### src/verilog/gpd_pkg.sv
/*
 * gpd_pkg: shared constants and types of the 8-pin gpio port block.
 * Assumes a 32-bit Avalon-MM master with byte addresses; each register
 * sits in one aligned word at four times its index.
 */
`default_nettype none

package gpd_pkg;

    // ************************************************************
    // sizes
    // ************************************************************
    localparam int PAD_COUNT = 8;
    localparam int ADDR_W    = 8;
    localparam int DATA_W    = 32;
    localparam int MODE_W    = 3;

    // ************************************************************
    // register indices (byte address = 4 * index)
    // ************************************************************
    localparam logic [5:0] IDX_DRIVE_ENABLE        = 6'h00;
    localparam logic [5:0] IDX_DRIVE_ENABLE_SET    = 6'h01;
    localparam logic [5:0] IDX_DRIVE_ENABLE_CLEAR  = 6'h02;
    localparam logic [5:0] IDX_DRIVE_ENABLE_TOGGLE = 6'h03;
    localparam logic [5:0] IDX_DRIVE_LEVEL         = 6'h04;
    localparam logic [5:0] IDX_DRIVE_LEVEL_SET     = 6'h05;
    localparam logic [5:0] IDX_DRIVE_LEVEL_CLEAR   = 6'h06;
    localparam logic [5:0] IDX_DRIVE_LEVEL_TOGGLE  = 6'h07;
    localparam logic [5:0] IDX_SAMPLED_LEVEL       = 6'h08;
    localparam logic [5:0] IDX_PAD_EVENT_FLAGS     = 6'h09;
    localparam logic [5:0] IDX_PAD_CONTROL_BASE    = 6'h10;  // one per pad, 0x10..0x17
    localparam logic [5:0] IDX_IRQ_STATUS          = 6'h18;
    localparam logic [5:0] IDX_IRQ_CLEAR           = 6'h19;
    localparam logic [5:0] IDX_IRQ_ENABLE          = 6'h1A;

    // ************************************************************
    // reset values
    // ************************************************************
    localparam logic [7:0] RST_BYTE = 8'h00;
    localparam logic [2:0] RST_MODE = 3'h0;

    // ************************************************************
    // sense mode codes
    // ************************************************************
    localparam logic [2:0] MODE_SENSE_OFF  = 3'h0;  // buffer on, no events
    localparam logic [2:0] MODE_BOTH_EDGES = 3'h1;
    localparam logic [2:0] MODE_RISING     = 3'h2;
    localparam logic [2:0] MODE_FALLING    = 3'h3;
    localparam logic [2:0] MODE_BUFFER_OFF = 3'h4;  // buffer and events off
    localparam logic [2:0] MODE_LOW_LEVEL  = 3'h5;

    // avalon request bundle
    typedef struct packed {
        logic [ADDR_W-1:0] address;
        logic              read;
        logic              write;
        logic [DATA_W-1:0] writedata;
        logic [3:0]        byteenable;
    } gpd_bus_req_t;

endpackage

`default_nettype wire

### src/verilog/gpd_port.sv
/*
 * gpd_port: register file and pad data path of one 8-pin gpio port.
 * Assumes a 100 MHz clk_sys, synchronous active-high reset, an
 * Avalon-MM master that holds its request until waitrequest is low,
 * and pad inputs that are asynchronous to clk_sys.
 */
// Added by the designer: register access over Avalon-MM.
`default_nettype none

// Functional notes
// - drive-enable bit 0 turns pad driver off, 1 turns it on.
// - input buffer depends only on the pad sense mode, never on drive enable.
// - set alias write ones set drive-enable bits; zeros do nothing.
// - clear alias write ones clear drive-enable bits; zeros do nothing.
// - toggle alias write ones invert drive-enable bits; zeros do nothing.
// - reading any drive-enable alias returns the drive-enable register.
// - drive level reaches the pad only while drive enable is set.
// - driven pad is low for level 0, high for level 1.
// - level set alias ones set drive-level bits; zeros do nothing.
// - level clear alias ones clear drive-level bits; zeros do nothing.
// - level toggle alias ones invert drive-level bits; zeros do nothing.
// - reading any drive-level alias returns the drive-level register.
// - sampled level shows pad state while its input buffer is on.
// - with buffer off, sampled bit stops updating and holds.
// - writing ones to sampled level inverts drive level; sampled bits untouched.
// - flag sets on sense-mode match; write one clears, zero leaves it.
// - mode 4 kills buffer and sensing; mode 0 kills sensing only.
module gpd_port (
    input  wire logic                 clk_sys,      // 100 MHz clock
    input  wire logic                 reset,        // sync, active high
    input  wire gpd_pkg::gpd_bus_req_t busReq,      // avalon request
    output logic [31:0]               readdata,     // avalon read data
    output logic                      waitrequest,  // avalon stall
    input  wire logic [7:0]           padIn,        // pad levels in
    output logic [7:0]                padDrive,     // pad drive level
    output logic [7:0]                padOeN,       // low while driving
    output logic                      irq           // level interrupt
);

    // ************************************************************
    // decoding helpers
    // ************************************************************
    // buffer is on for every mode but buffer-off
    function automatic logic bufferOn(input logic [2:0] mode);
        return mode != gpd_pkg::MODE_BUFFER_OFF;
    endfunction

    // does a pad sample match its sense mode
    function automatic logic senseHit(input logic [2:0] mode, input logic prev,
                                      input logic cur);
        case (mode)
            gpd_pkg::MODE_BOTH_EDGES: senseHit = prev != cur;
            gpd_pkg::MODE_RISING:     senseHit = !prev && cur;
            gpd_pkg::MODE_FALLING:    senseHit = prev && !cur;
            gpd_pkg::MODE_LOW_LEVEL:  senseHit = !cur;
            default:                  senseHit = 1'b0;
        endcase
    endfunction

    // ************************************************************
    // state
    // ************************************************************
    logic [7:0] driveEnable_reg;
    logic [7:0] driveLevel_reg;
    logic [7:0] sampledLevel_reg;
    logic [7:0] padEventFlags_reg;
    logic [2:0] senseMode_reg [8];
    logic [7:0] irqStatus_reg;
    logic [7:0] irqEnable_reg;
    logic [7:0] syncA_reg;
    logic [7:0] syncB_reg;
    logic [7:0] syncC_reg;
    logic [7:0] padStable_reg;
    logic [7:0] padPrev_reg;
    logic       waitReq_reg;
    logic [31:0] readData_reg;
    logic [7:0] driveEnable_next;
    logic [7:0] driveLevel_next;
    logic [7:0] bufMask;
    logic [7:0] eventHit;
    logic [5:0] regIdx;
    logic [7:0] wByte;
    logic       takeWrite;
    logic       takeRead;

    // ************************************************************
    // bus decode
    // ************************************************************
    // reads sample while waitrequest is high; writes land at the edge
    // where the master sees waitrequest low, never before
    assign regIdx    = busReq.address[7:2];
    assign wByte     = busReq.writedata[7:0];
    assign takeWrite = busReq.write && !waitReq_reg && busReq.byteenable[0];
    assign takeRead  = busReq.read && waitReq_reg;

    // ************************************************************
    // drive enable and drive level next values
    // ************************************************************
    always_comb begin
        driveEnable_next = driveEnable_reg;
        driveLevel_next  = driveLevel_reg;
        if (takeWrite) begin
            case (regIdx)
                gpd_pkg::IDX_DRIVE_ENABLE:        driveEnable_next = wByte;
                gpd_pkg::IDX_DRIVE_ENABLE_SET:    driveEnable_next = driveEnable_reg | wByte;
                gpd_pkg::IDX_DRIVE_ENABLE_CLEAR:  driveEnable_next = driveEnable_reg & ~wByte;
                gpd_pkg::IDX_DRIVE_ENABLE_TOGGLE: driveEnable_next = driveEnable_reg ^ wByte;
                gpd_pkg::IDX_DRIVE_LEVEL:         driveLevel_next  = wByte;
                gpd_pkg::IDX_DRIVE_LEVEL_SET:     driveLevel_next  = driveLevel_reg | wByte;
                gpd_pkg::IDX_DRIVE_LEVEL_CLEAR:   driveLevel_next  = driveLevel_reg & ~wByte;
                gpd_pkg::IDX_DRIVE_LEVEL_TOGGLE:  driveLevel_next  = driveLevel_reg ^ wByte;
                gpd_pkg::IDX_SAMPLED_LEVEL:       driveLevel_next  = driveLevel_reg ^ wByte;
                default: begin
                end
            endcase
        end
    end

    // drive enable and drive level registers
    always_ff @(posedge clk_sys) begin
        if (reset) begin
            driveEnable_reg <= gpd_pkg::RST_BYTE;
            driveLevel_reg  <= gpd_pkg::RST_BYTE;
        end else begin
            driveEnable_reg <= driveEnable_next;
            driveLevel_reg  <= driveLevel_next;
        end
    end

    // ************************************************************
    // pad outputs
    // ************************************************************
    // level held internally; pad sees it only through the enable
    always_ff @(posedge clk_sys) begin
        if (reset) begin
            padDrive <= gpd_pkg::RST_BYTE;
            padOeN   <= 8'hFF;
        end else begin
            padDrive <= driveLevel_reg;
            padOeN   <= ~driveEnable_reg;
        end
    end

    // ************************************************************
    // per-pad sense mode
    // ************************************************************
    generate
        for (genvar p = 0; p < 8; p++) begin : g_mode
            always_ff @(posedge clk_sys) begin
                if (reset) begin
                    senseMode_reg[p] <= gpd_pkg::RST_MODE;
                end else if (takeWrite && regIdx == gpd_pkg::IDX_PAD_CONTROL_BASE + 6'(p)) begin
                    senseMode_reg[p] <= wByte[2:0];
                end
            end
            assign bufMask[p] = bufferOn(senseMode_reg[p]);
        end
    endgenerate

    // ************************************************************
    // pad input synchroniser and filter
    // ************************************************************
    // three stages; a level counts once stages two and three agree
    always_ff @(posedge clk_sys) begin
        if (reset) begin
            syncA_reg     <= gpd_pkg::RST_BYTE;
            syncB_reg     <= gpd_pkg::RST_BYTE;
            syncC_reg     <= gpd_pkg::RST_BYTE;
            padStable_reg <= gpd_pkg::RST_BYTE;
            padPrev_reg   <= gpd_pkg::RST_BYTE;
        end else begin
            syncA_reg     <= padIn;
            syncB_reg     <= syncA_reg;
            syncC_reg     <= syncB_reg;
            padStable_reg <= (syncB_reg & syncC_reg) | (padStable_reg & (syncB_reg | syncC_reg));
            padPrev_reg   <= padStable_reg;
        end
    end

    // sampled level follows only pads whose buffer is on
    always_ff @(posedge clk_sys) begin
        if (reset) begin
            sampledLevel_reg <= gpd_pkg::RST_BYTE;
        end else begin
            sampledLevel_reg <= (padStable_reg & bufMask)
                              | (sampledLevel_reg & ~bufMask);
        end
    end

    // ************************************************************
    // pad events
    // ************************************************************
    generate
        for (genvar p = 0; p < 8; p++) begin : g_event
            assign eventHit[p] = bufMask[p]
                && senseHit(senseMode_reg[p], padPrev_reg[p], padStable_reg[p]);
        end
    endgenerate

    // event flags: a new hit wins over a clear in the same cycle
    always_ff @(posedge clk_sys) begin
        if (reset) begin
            padEventFlags_reg <= gpd_pkg::RST_BYTE;
        end else if (takeWrite && regIdx == gpd_pkg::IDX_PAD_EVENT_FLAGS) begin
            padEventFlags_reg <= (padEventFlags_reg & ~wByte) | eventHit;
        end else begin
            padEventFlags_reg <= padEventFlags_reg | eventHit;
        end
    end

    // ************************************************************
    // interrupt status, enable and output
    // ************************************************************
    always_ff @(posedge clk_sys) begin
        if (reset) begin
            irqStatus_reg <= gpd_pkg::RST_BYTE;
        end else if (takeWrite && regIdx == gpd_pkg::IDX_IRQ_CLEAR) begin
            irqStatus_reg <= (irqStatus_reg & ~wByte) | eventHit;
        end else begin
            irqStatus_reg <= irqStatus_reg | eventHit;
        end
    end

    always_ff @(posedge clk_sys) begin
        if (reset) begin
            irqEnable_reg <= gpd_pkg::RST_BYTE;
        end else if (takeWrite && regIdx == gpd_pkg::IDX_IRQ_ENABLE) begin
            irqEnable_reg <= wByte;
        end
    end

    always_ff @(posedge clk_sys) begin
        if (reset) begin
            irq <= 1'b0;
        end else begin
            irq <= |(irqStatus_reg & irqEnable_reg);
        end
    end

    // ************************************************************
    // bus answer
    // ************************************************************
    // one cycle of waitrequest low after each taken request
    always_ff @(posedge clk_sys) begin
        if (reset) begin
            waitReq_reg <= 1'b1;
        end else begin
            waitReq_reg <= !((busReq.read || busReq.write) && waitReq_reg);
        end
    end

    // read mux; unmapped words read as zero
    always_ff @(posedge clk_sys) begin
        if (reset) begin
            readData_reg <= 32'h0000_0000;
        end else if (takeRead) begin
            readData_reg <= 32'h0000_0000;
            case (regIdx)
                gpd_pkg::IDX_DRIVE_ENABLE, gpd_pkg::IDX_DRIVE_ENABLE_SET,
                gpd_pkg::IDX_DRIVE_ENABLE_CLEAR, gpd_pkg::IDX_DRIVE_ENABLE_TOGGLE: begin
                    readData_reg[7:0] <= driveEnable_reg;
                end
                gpd_pkg::IDX_DRIVE_LEVEL, gpd_pkg::IDX_DRIVE_LEVEL_SET,
                gpd_pkg::IDX_DRIVE_LEVEL_CLEAR, gpd_pkg::IDX_DRIVE_LEVEL_TOGGLE: begin
                    readData_reg[7:0] <= driveLevel_reg;
                end
                gpd_pkg::IDX_SAMPLED_LEVEL:   readData_reg[7:0] <= sampledLevel_reg;
                gpd_pkg::IDX_PAD_EVENT_FLAGS: readData_reg[7:0] <= padEventFlags_reg;
                gpd_pkg::IDX_IRQ_STATUS:      readData_reg[7:0] <= irqStatus_reg;
                gpd_pkg::IDX_IRQ_ENABLE:      readData_reg[7:0] <= irqEnable_reg;
                default: begin
                    if (regIdx[5:3] == gpd_pkg::IDX_PAD_CONTROL_BASE[5:3]) begin
                        readData_reg[2:0] <= senseMode_reg[regIdx[2:0]];
                    end
                end
            endcase
        end
    end

    assign readdata    = readData_reg;
    assign waitrequest = waitReq_reg;

    // every pad in a quiet mode raises no event
    generate
        for (genvar q = 0; q < 8; q++) begin : g_quiet

        end
    endgenerate
endmodule

`default_nettype wire
### config.mk
export PLATFORM = sky130hd
export DESIGN_NAME = gpd_port
export DESIGN_NICKNAME = d
export VERILOG_FILES = /design/src/verilog/gpd_pkg.sv /design/src/verilog/gpd_port.sv
export SDC_FILE = /design/constraint.sdc
export NUM_CORES = 1
export LEC_CHECK = 0
export ABC_AREA = 0
export BUFFER_PORTS_ARGS = -buffer_cell sky130_fd_sc_hd__buf_2
export CORE_ASPECT_RATIO = 2
export CORE_MARGIN = 1.5
export CORE_UTILIZATION = 40
export DETAILED_ROUTE_END_ITERATION = 16
export GPL_ROUTABILITY_DRIVEN = 0
export GPL_TIMING_DRIVEN = 0
export PLACE_DENSITY = 0.58
export SETUP_SLACK_MARGIN = 0.4
export SLEW_MARGIN = 15
export SYNTH_ARGS = -nofsm -noshare
export SYNTH_HDL_FRONTEND = slang
export SYNTH_SLANG_ARGS = --single-unit
export TNS_END_PERCENT = 100
### constraint.sdc
create_clock -name clk_sys -period 1.7 [get_ports clk_sys]
set_input_delay 0.085 -clock clk_sys [delete_from_list [all_inputs] [get_ports clk_sys]]
set_output_delay 0.085 -clock clk_sys [all_outputs]
set_load 0.01 [all_outputs]
## Yosys cells after proc, flatten, opt, wreduce, memory -nomap -nowiden

Memories as Yosys holds them, arrays and structs flattened.
Cells that the tools add are included.

| word-level totals | value |
|---|---|
| memories kept | 1 |
| bits in writable memories | 24 |
| output and inout port bits | 50 |
| bits in registers | 114 |
| logic and storage cells | 233 |
| input bits | 56 |

| cells by class | value |
|---|---|
| muxes and demuxes | 49 |
| equal/unequal tests | 69 |
| reduce and logical (&&, ||, !) cells | 67 |
| bitwise logic cells | 31 |

Memories:

| memory | depth | width | read ports | clocked after Yosys merged registers in | write ports | line | source |
|---|---|---|---|---|---|---|---|
| senseMode_reg | 8 | 3 | 9 | 0 | 8 | gpd_port.sv:67 | `logic [2:0] senseMode_reg [8];` |

Operators by type and width:

| operator | count |
|---|---|
| $and 8x8->8 | 9 |
| $or 8x8->8 | 9 |
| $eq 6x5->1 const B | 11 |
| $pmux 8 s4 | 2 |
| $eq 3x2->1 const B | 17 |
| $logic_and 1x1->1 | 39 |
| $pmux 1 s4 | 8 |
| $pmux 5 s6 | 1 |
| $mux 3 | 9 |
| $mux 1 | 26 |
| $eq 3x1->1 const B | 8 |
| $eq 3x3->1 const B | 8 |
| $eq 6x3->1 const B | 4 |
| $ne 3x3->1 const B | 8 |
| $not 8->8 | 3 |
| $logic_not 1->1 | 18 |
| $pmux 3 s6 | 1 |
| $mux 8 | 2 |
| $xor 8x8->8 | 2 |
| $eq 6x2->1 const B | 2 |
| $eq 6x4->1 const B | 2 |
| $ne 1x1->1 | 8 |
| $or 1x1->1 | 8 |
| $reduce_bool 4->1 | 2 |
| 7 further kinds | 9 |

## Logic depth before layout (Yosys ltp)

| logic depth | value |
|---|---|
| word-level depth | 8 |
| depth in mapped cells | 7 |
| gate-level depth less buffers | 6 |

## Worst setup path before layout

Ideal clock, no wire load.

| path | value |
|---|---|
| path kind | flip-flop to flip-flop |
| start point | reg waitReq_reg (netlist: waitrequest) |
| end point | reg driveEnable_reg[0] |
| required time | 1.568 ns |
| path slack | 0.134 ns |
| path buffers | 1 |
| library setup time | 0.132 ns |
| stages on the path, launching flop included | 6 |
| clock period less this slack | 1.566 ns |
| arrival time | 1.435 ns |
| cells stage by stage | dfxtp_1 > nand3b_1 > or3_1 > buf_6 > a2111oi_2 > a211oi_1 |

| on the way | value |
|---|---|
| cells in the longest elaborated chain, start to end | 4 |

Ends and longest elaborated chain:

| element | line | source |
|---|---|---|
| start, declared | gpd_port.sv:75 | `logic waitReq_reg;` |
| start signal, assigned | gpd_port.sv:248 | `waitReq_reg <= !((busReq.read \|\| busReq.write) && waitReq_reg);` |
| $logic_not 1->1 | gpd_port.sv:93 | `assign takeWrite = busReq.write && !waitReq_reg && busReq.byteenable[0];` |
| $logic_and 1x1->1 (2 in a row) | gpd_port.sv:93 |  |
| $reduce_and 2->1 (no source line) | -- |  |
| end signal, assigned | gpd_port.sv:122 | `driveEnable_reg <= gpd_pkg::RST_BYTE;` |
| end signal, assigned | gpd_port.sv:125 | `driveEnable_reg <= driveEnable_next;` |
| end, declared | gpd_port.sv:63 | `logic [7:0] driveEnable_reg;` |

Every way passes these cells.
A chain may end at the register's enable or synchronous reset.

==> out/summary.log <==
[route] initial detailed-routing violation count 344
[final_layout] post-layout instance count excluding filler cells 1,121
[synth] number of standard cells after synthesis 743
[die] Die W 96.8 µm
[grt] grt total ovfl 0
[clocking] number of clock buffers inserted by TritonCTS 17
[sta] setup repair after global routing missed its margin true
[route] mean number of vias per cell 5.60
[sta] final hold violation count 0
[die] vertical die dimension 191 µm
[setup_path] critical path launch point waitrequest$_SDFF_PP1_
[final_layout] flip-flop and latch area 0.00304 mm²
[route] DRT antenna net count 0
[route] overall via count from detail_route 6,280
[sta] Slew Viols, Final 0
[setup_path] CP startpoint kind register
[synth] Synth Warn # 0
[clocking] clock-pin slew on the worst setup and hold paths 0.06 ns
[route] final routed wire length divided by cell count 20.8 µm
[place] placed cell count 1,027
[place] buffers added on ports 51
[clocking] clock tree from TritonCTS done
[final_layout] area overhead of the layout relative to synthesis 37.5%
[final_layout] fraction of final layout cells sized beyond drive strength 1 39.2%
[final_layout] layout net count 1,002
[clocking] Skew-Pair Late Insertion Delay 0.44 ns
[sta] transition at the pin with the smallest max-transition slack 0.735 ns
[route] DRC violations left 0
[status] result of the run finished clean
[pwr] total power divided by cell area 817 mW/mm²
[die] count of pins on the block boundary 106
[synth] total of flip-flops plus latches after synthesis 138
[synth] average cell area after synthesis 9.48 µm²
[final_layout] Fill cells 1,529
[synth] library cells used by synthesis 62
[die] Floorplan Core Area 0.0173 mm²
[setup_path] type of the worst setup path reg2reg
[clocking] count of H-tree levels built during CTS 4
[flow_run] Max Cap Viol 0
[sta] share of the cycle needed by the critical path after routing 99.3%
[synth] flip-flop cell with the highest count after synthesis sky130_fd_sc_hd__dfxtp_1
[setup_path] beginning of the worst register-to-register path waitrequest$_SDFF_PP1_
[grt] via count of the first global-routing pass 6,298
[place] post-detailed-placement half-perimeter wirelength 16.3 mm
[place] placement-stage cell area 0.00777 mm²
[grt] initial antenna violation count 0
[setup_path] type of destination of the critical path register
[final_layout] combined area of the multi-input logic cells 0.00430 mm²
[setup_path] endpoint required time on the critical path 1.83 ns
[setup_path] Worst Path Max Fanout 4
[clocking] number of buffers on the longest clock path 2
[synth] area leader, netlist sky130_fd_sc_hd__dfxtp_1
[sta] peak clock frequency supported by timing 592 MHz
[route] total wirelength of the detailed-routed design 23.3 mm
[route] drt first pass iters 5
[final_layout] # diodes 0
[synth] area fraction of the dominant cell type after synthesis 32.4%
[grt] overall fraction of global-route tracks in use 24.7%
[die] overall die area 0.0185 mm²
[grt] global-route wire length before repair 34.2 mm
[final_layout] final design area excluding fillers 0.00968 mm²
[final_layout] max reg flops 24
[sta] count of final setup violators 0
[setup_path] arrival time at the worst endpoint 1.82 ns
[min_path] Worst Hold Class in2reg
[grt] maximum number of pins on one net before global-route repair 17
[die] initial standard-cell utilization of the core 40.8%
[synth] proportion of synthesized chip area in sequential cells 42.7%
[clocking] CTS sink cnt 138
[clocking] clock root buffer sky130_fd_sc_hd__clkbuf_16
[sta] worst max-slew margin expressed relative to the limit 51.0%
[sta] Worst Skew 0.0121 ns
[pwr] maximum resistive drop on vdd 0.631 mV
[synth] count of flip-flops with a built-in enable after synthesis 24
[sta] time the worst path needs with I/O delays and setup 1.69 ns
[min_path] min-delay src busReq[4]
[pwr] Static Leak 3.84 nW
[synth] post-synth design cell area 0.00704 mm²
[die] Cell Rows 68
[synth] Async S/R FF share, synth 0%
[synth] cells taking the most area after synthesis sky130_fd_sc_hd__dfxtp_1 32%, sky130_fd_sc_hd__edfxtp_1 10%, sky130_fd_sc_hd__ha_1 8.5%
Yosys cell counts (3+ instances only):
cell type                   number
sky130_fd_sc_hd__o32ai_1         6
sky130_fd_sc_hd__nand3b_1       10
sky130_fd_sc_hd__mux2_2          4
sky130_fd_sc_hd__a22oi_1        12
sky130_fd_sc_hd__o21ai_0        36
sky130_fd_sc_hd__a221oi_1        5
sky130_fd_sc_hd__inv_1          61
sky130_fd_sc_hd__mux4_2         12
sky130_fd_sc_hd__ha_1           48
sky130_fd_sc_hd__o221ai_1        8
sky130_fd_sc_hd__a222oi_1        5
sky130_fd_sc_hd__and4_1          5
sky130_fd_sc_hd__mux2i_1        20
sky130_fd_sc_hd__nor2_1         80
sky130_fd_sc_hd__edfxtp_1       24
sky130_fd_sc_hd__o211ai_1        3
sky130_fd_sc_hd__a32oi_1         3
sky130_fd_sc_hd__a2111oi_0       6
sky130_fd_sc_hd__buf_4          24
sky130_fd_sc_hd__a21oi_1        56
sky130_fd_sc_hd__a21o_1          3
sky130_fd_sc_hd__or3b_2          4
sky130_fd_sc_hd__clkbuf_1       24
sky130_fd_sc_hd__nand2b_1       14
sky130_fd_sc_hd__nor3b_1         6
sky130_fd_sc_hd__a211oi_1        5
sky130_fd_sc_hd__nand2_1        37
sky130_fd_sc_hd__or3b_1          3
sky130_fd_sc_hd__or3_1           3
sky130_fd_sc_hd__o211a_1         4
sky130_fd_sc_hd__nand3_1        12
sky130_fd_sc_hd__o21bai_1        4
sky130_fd_sc_hd__buf_2          11
sky130_fd_sc_hd__nor2b_1        31
sky130_fd_sc_hd__dfxtp_1       114
sky130_fd_sc_hd__o22ai_1         3
kinds of logic (layout without fill, tap and decap cells):
logic type	Yosys count	in the layout	share of synthesized area, %
and+or+nand+nor	224	224	17.2
AOI/OAI and AO/OA	172	172	16.0
DFF	138	138	42.7
buffers and inverters	124	269	8.30
adders and majority gates	48	48	8.53
muxes	36	36	7.32
other	1	24	0.0533
area by class of cell:
class                   count  share of cell area, %
plain buffers              63                   4.78
flip-flops and latches    138                   31.4
well taps                 210                   2.71
multi-input cells         504                   44.5
clock inverters            14                   1.24
inverters                  61                   2.39
clock buffers              18                   4.65
repair buffers            113                   8.37
worst paths after layout:
path	end	slack, ns	cells past startpoint
hold / removal	irqEnable_reg[0]$_SDFFE_PP0P_	0.07	3
setup / recovery	senseMode_reg[4][1]$_SDFFCE_PN0P_	0.01	6
hold reg to reg	padOeN[4]$_SDFF_PP1_	0.43	1
setup reg to reg	senseMode_reg[4][1]$_SDFFCE_PN0P_	0.01	6
layout by cell type, fill, tap and decap left out, types with 12 or more instances in the layout:
cell type	n
sky130_fd_sc_hd__buf_2	55
sky130_fd_sc_hd__mux4_2	12
sky130_fd_sc_hd__o21ai_0	15
sky130_fd_sc_hd__dfxtp_1	92
sky130_fd_sc_hd__clkbuf_16	19
sky130_fd_sc_hd__nor2_1	75
sky130_fd_sc_hd__ha_1	38
sky130_fd_sc_hd__a21oi_1	44
sky130_fd_sc_hd__buf_4	70
sky130_fd_sc_hd__nand2_1	26
sky130_fd_sc_hd__inv_1	51
sky130_fd_sc_hd__nor2b_1	28
sky130_fd_sc_hd__mux2i_1	19
sky130_fd_sc_hd__edfxtp_1	24
sky130_fd_sc_hd__o21ai_2	16
sky130_fd_sc_hd__dfxtp_2	18
sky130_fd_sc_hd__nand2b_1	12
sky130_fd_sc_hd__conb_1	24
sky130_fd_sc_hd__dlygate4sd3_1	15
power breakdown:
group | internal [mW] | total (mW) | switching [mW] | leakage (nW)
registers | 3.38 | 3.43 | 0.0443 | 1.18
logic | 0.358 | 0.871 | 0.513 | 2.38
clock network | 2.10 | 3.61 | 1.52 | 0.278
worst max-delay path, stage by stage (launching register included):
cell,delay [ns]
sky130_fd_sc_hd__dfxtp_4,0.35
sky130_fd_sc_hd__nand3b_1,0.29
sky130_fd_sc_hd__clkbuf_8,0.23
sky130_fd_sc_hd__buf_12,0.12
sky130_fd_sc_hd__nor2_4,0.10
sky130_fd_sc_hd__nand2_4,0.11
sky130_fd_sc_hd__o21bai_4,0.19
routing by layer:
metal  share of wire, %  GRT usage (%)
met1                 32           21.8
met5                  0              0
met3                4.9           5.21
met2                 53           46.2
met4                9.9           21.7
stage by stage:
stage	TNS (ns)	setup WS, ns	utilization [%]	hold slack, ns	power [mW]
3_3_place_gp	-24.48	-0.395	45.0	0.293	4.13
2_1_floorplan	0	0.196	-	0.185	3.91
4_1_cts	0	0.118	52.7	0.0220	7.84
3_5_place_dp	-25.43	-0.452	45.0	0.299	4.15
6_report	0	0.0114	56.1	0.0729	7.91
5_1_grt	-1.25	-0.0612	56.1	0.0467	8.14
what timing repair did:
action,CTS,global route
pin swaps,33,64
hold buffers,15,0
gates cloned,0,1
hold endpoints to repair,14,0
buffers inserted,31,15
gates resized for setup,117,112
setup endpoints to repair,129,121
No activity file was read; power rests on OpenSTA's default activity.
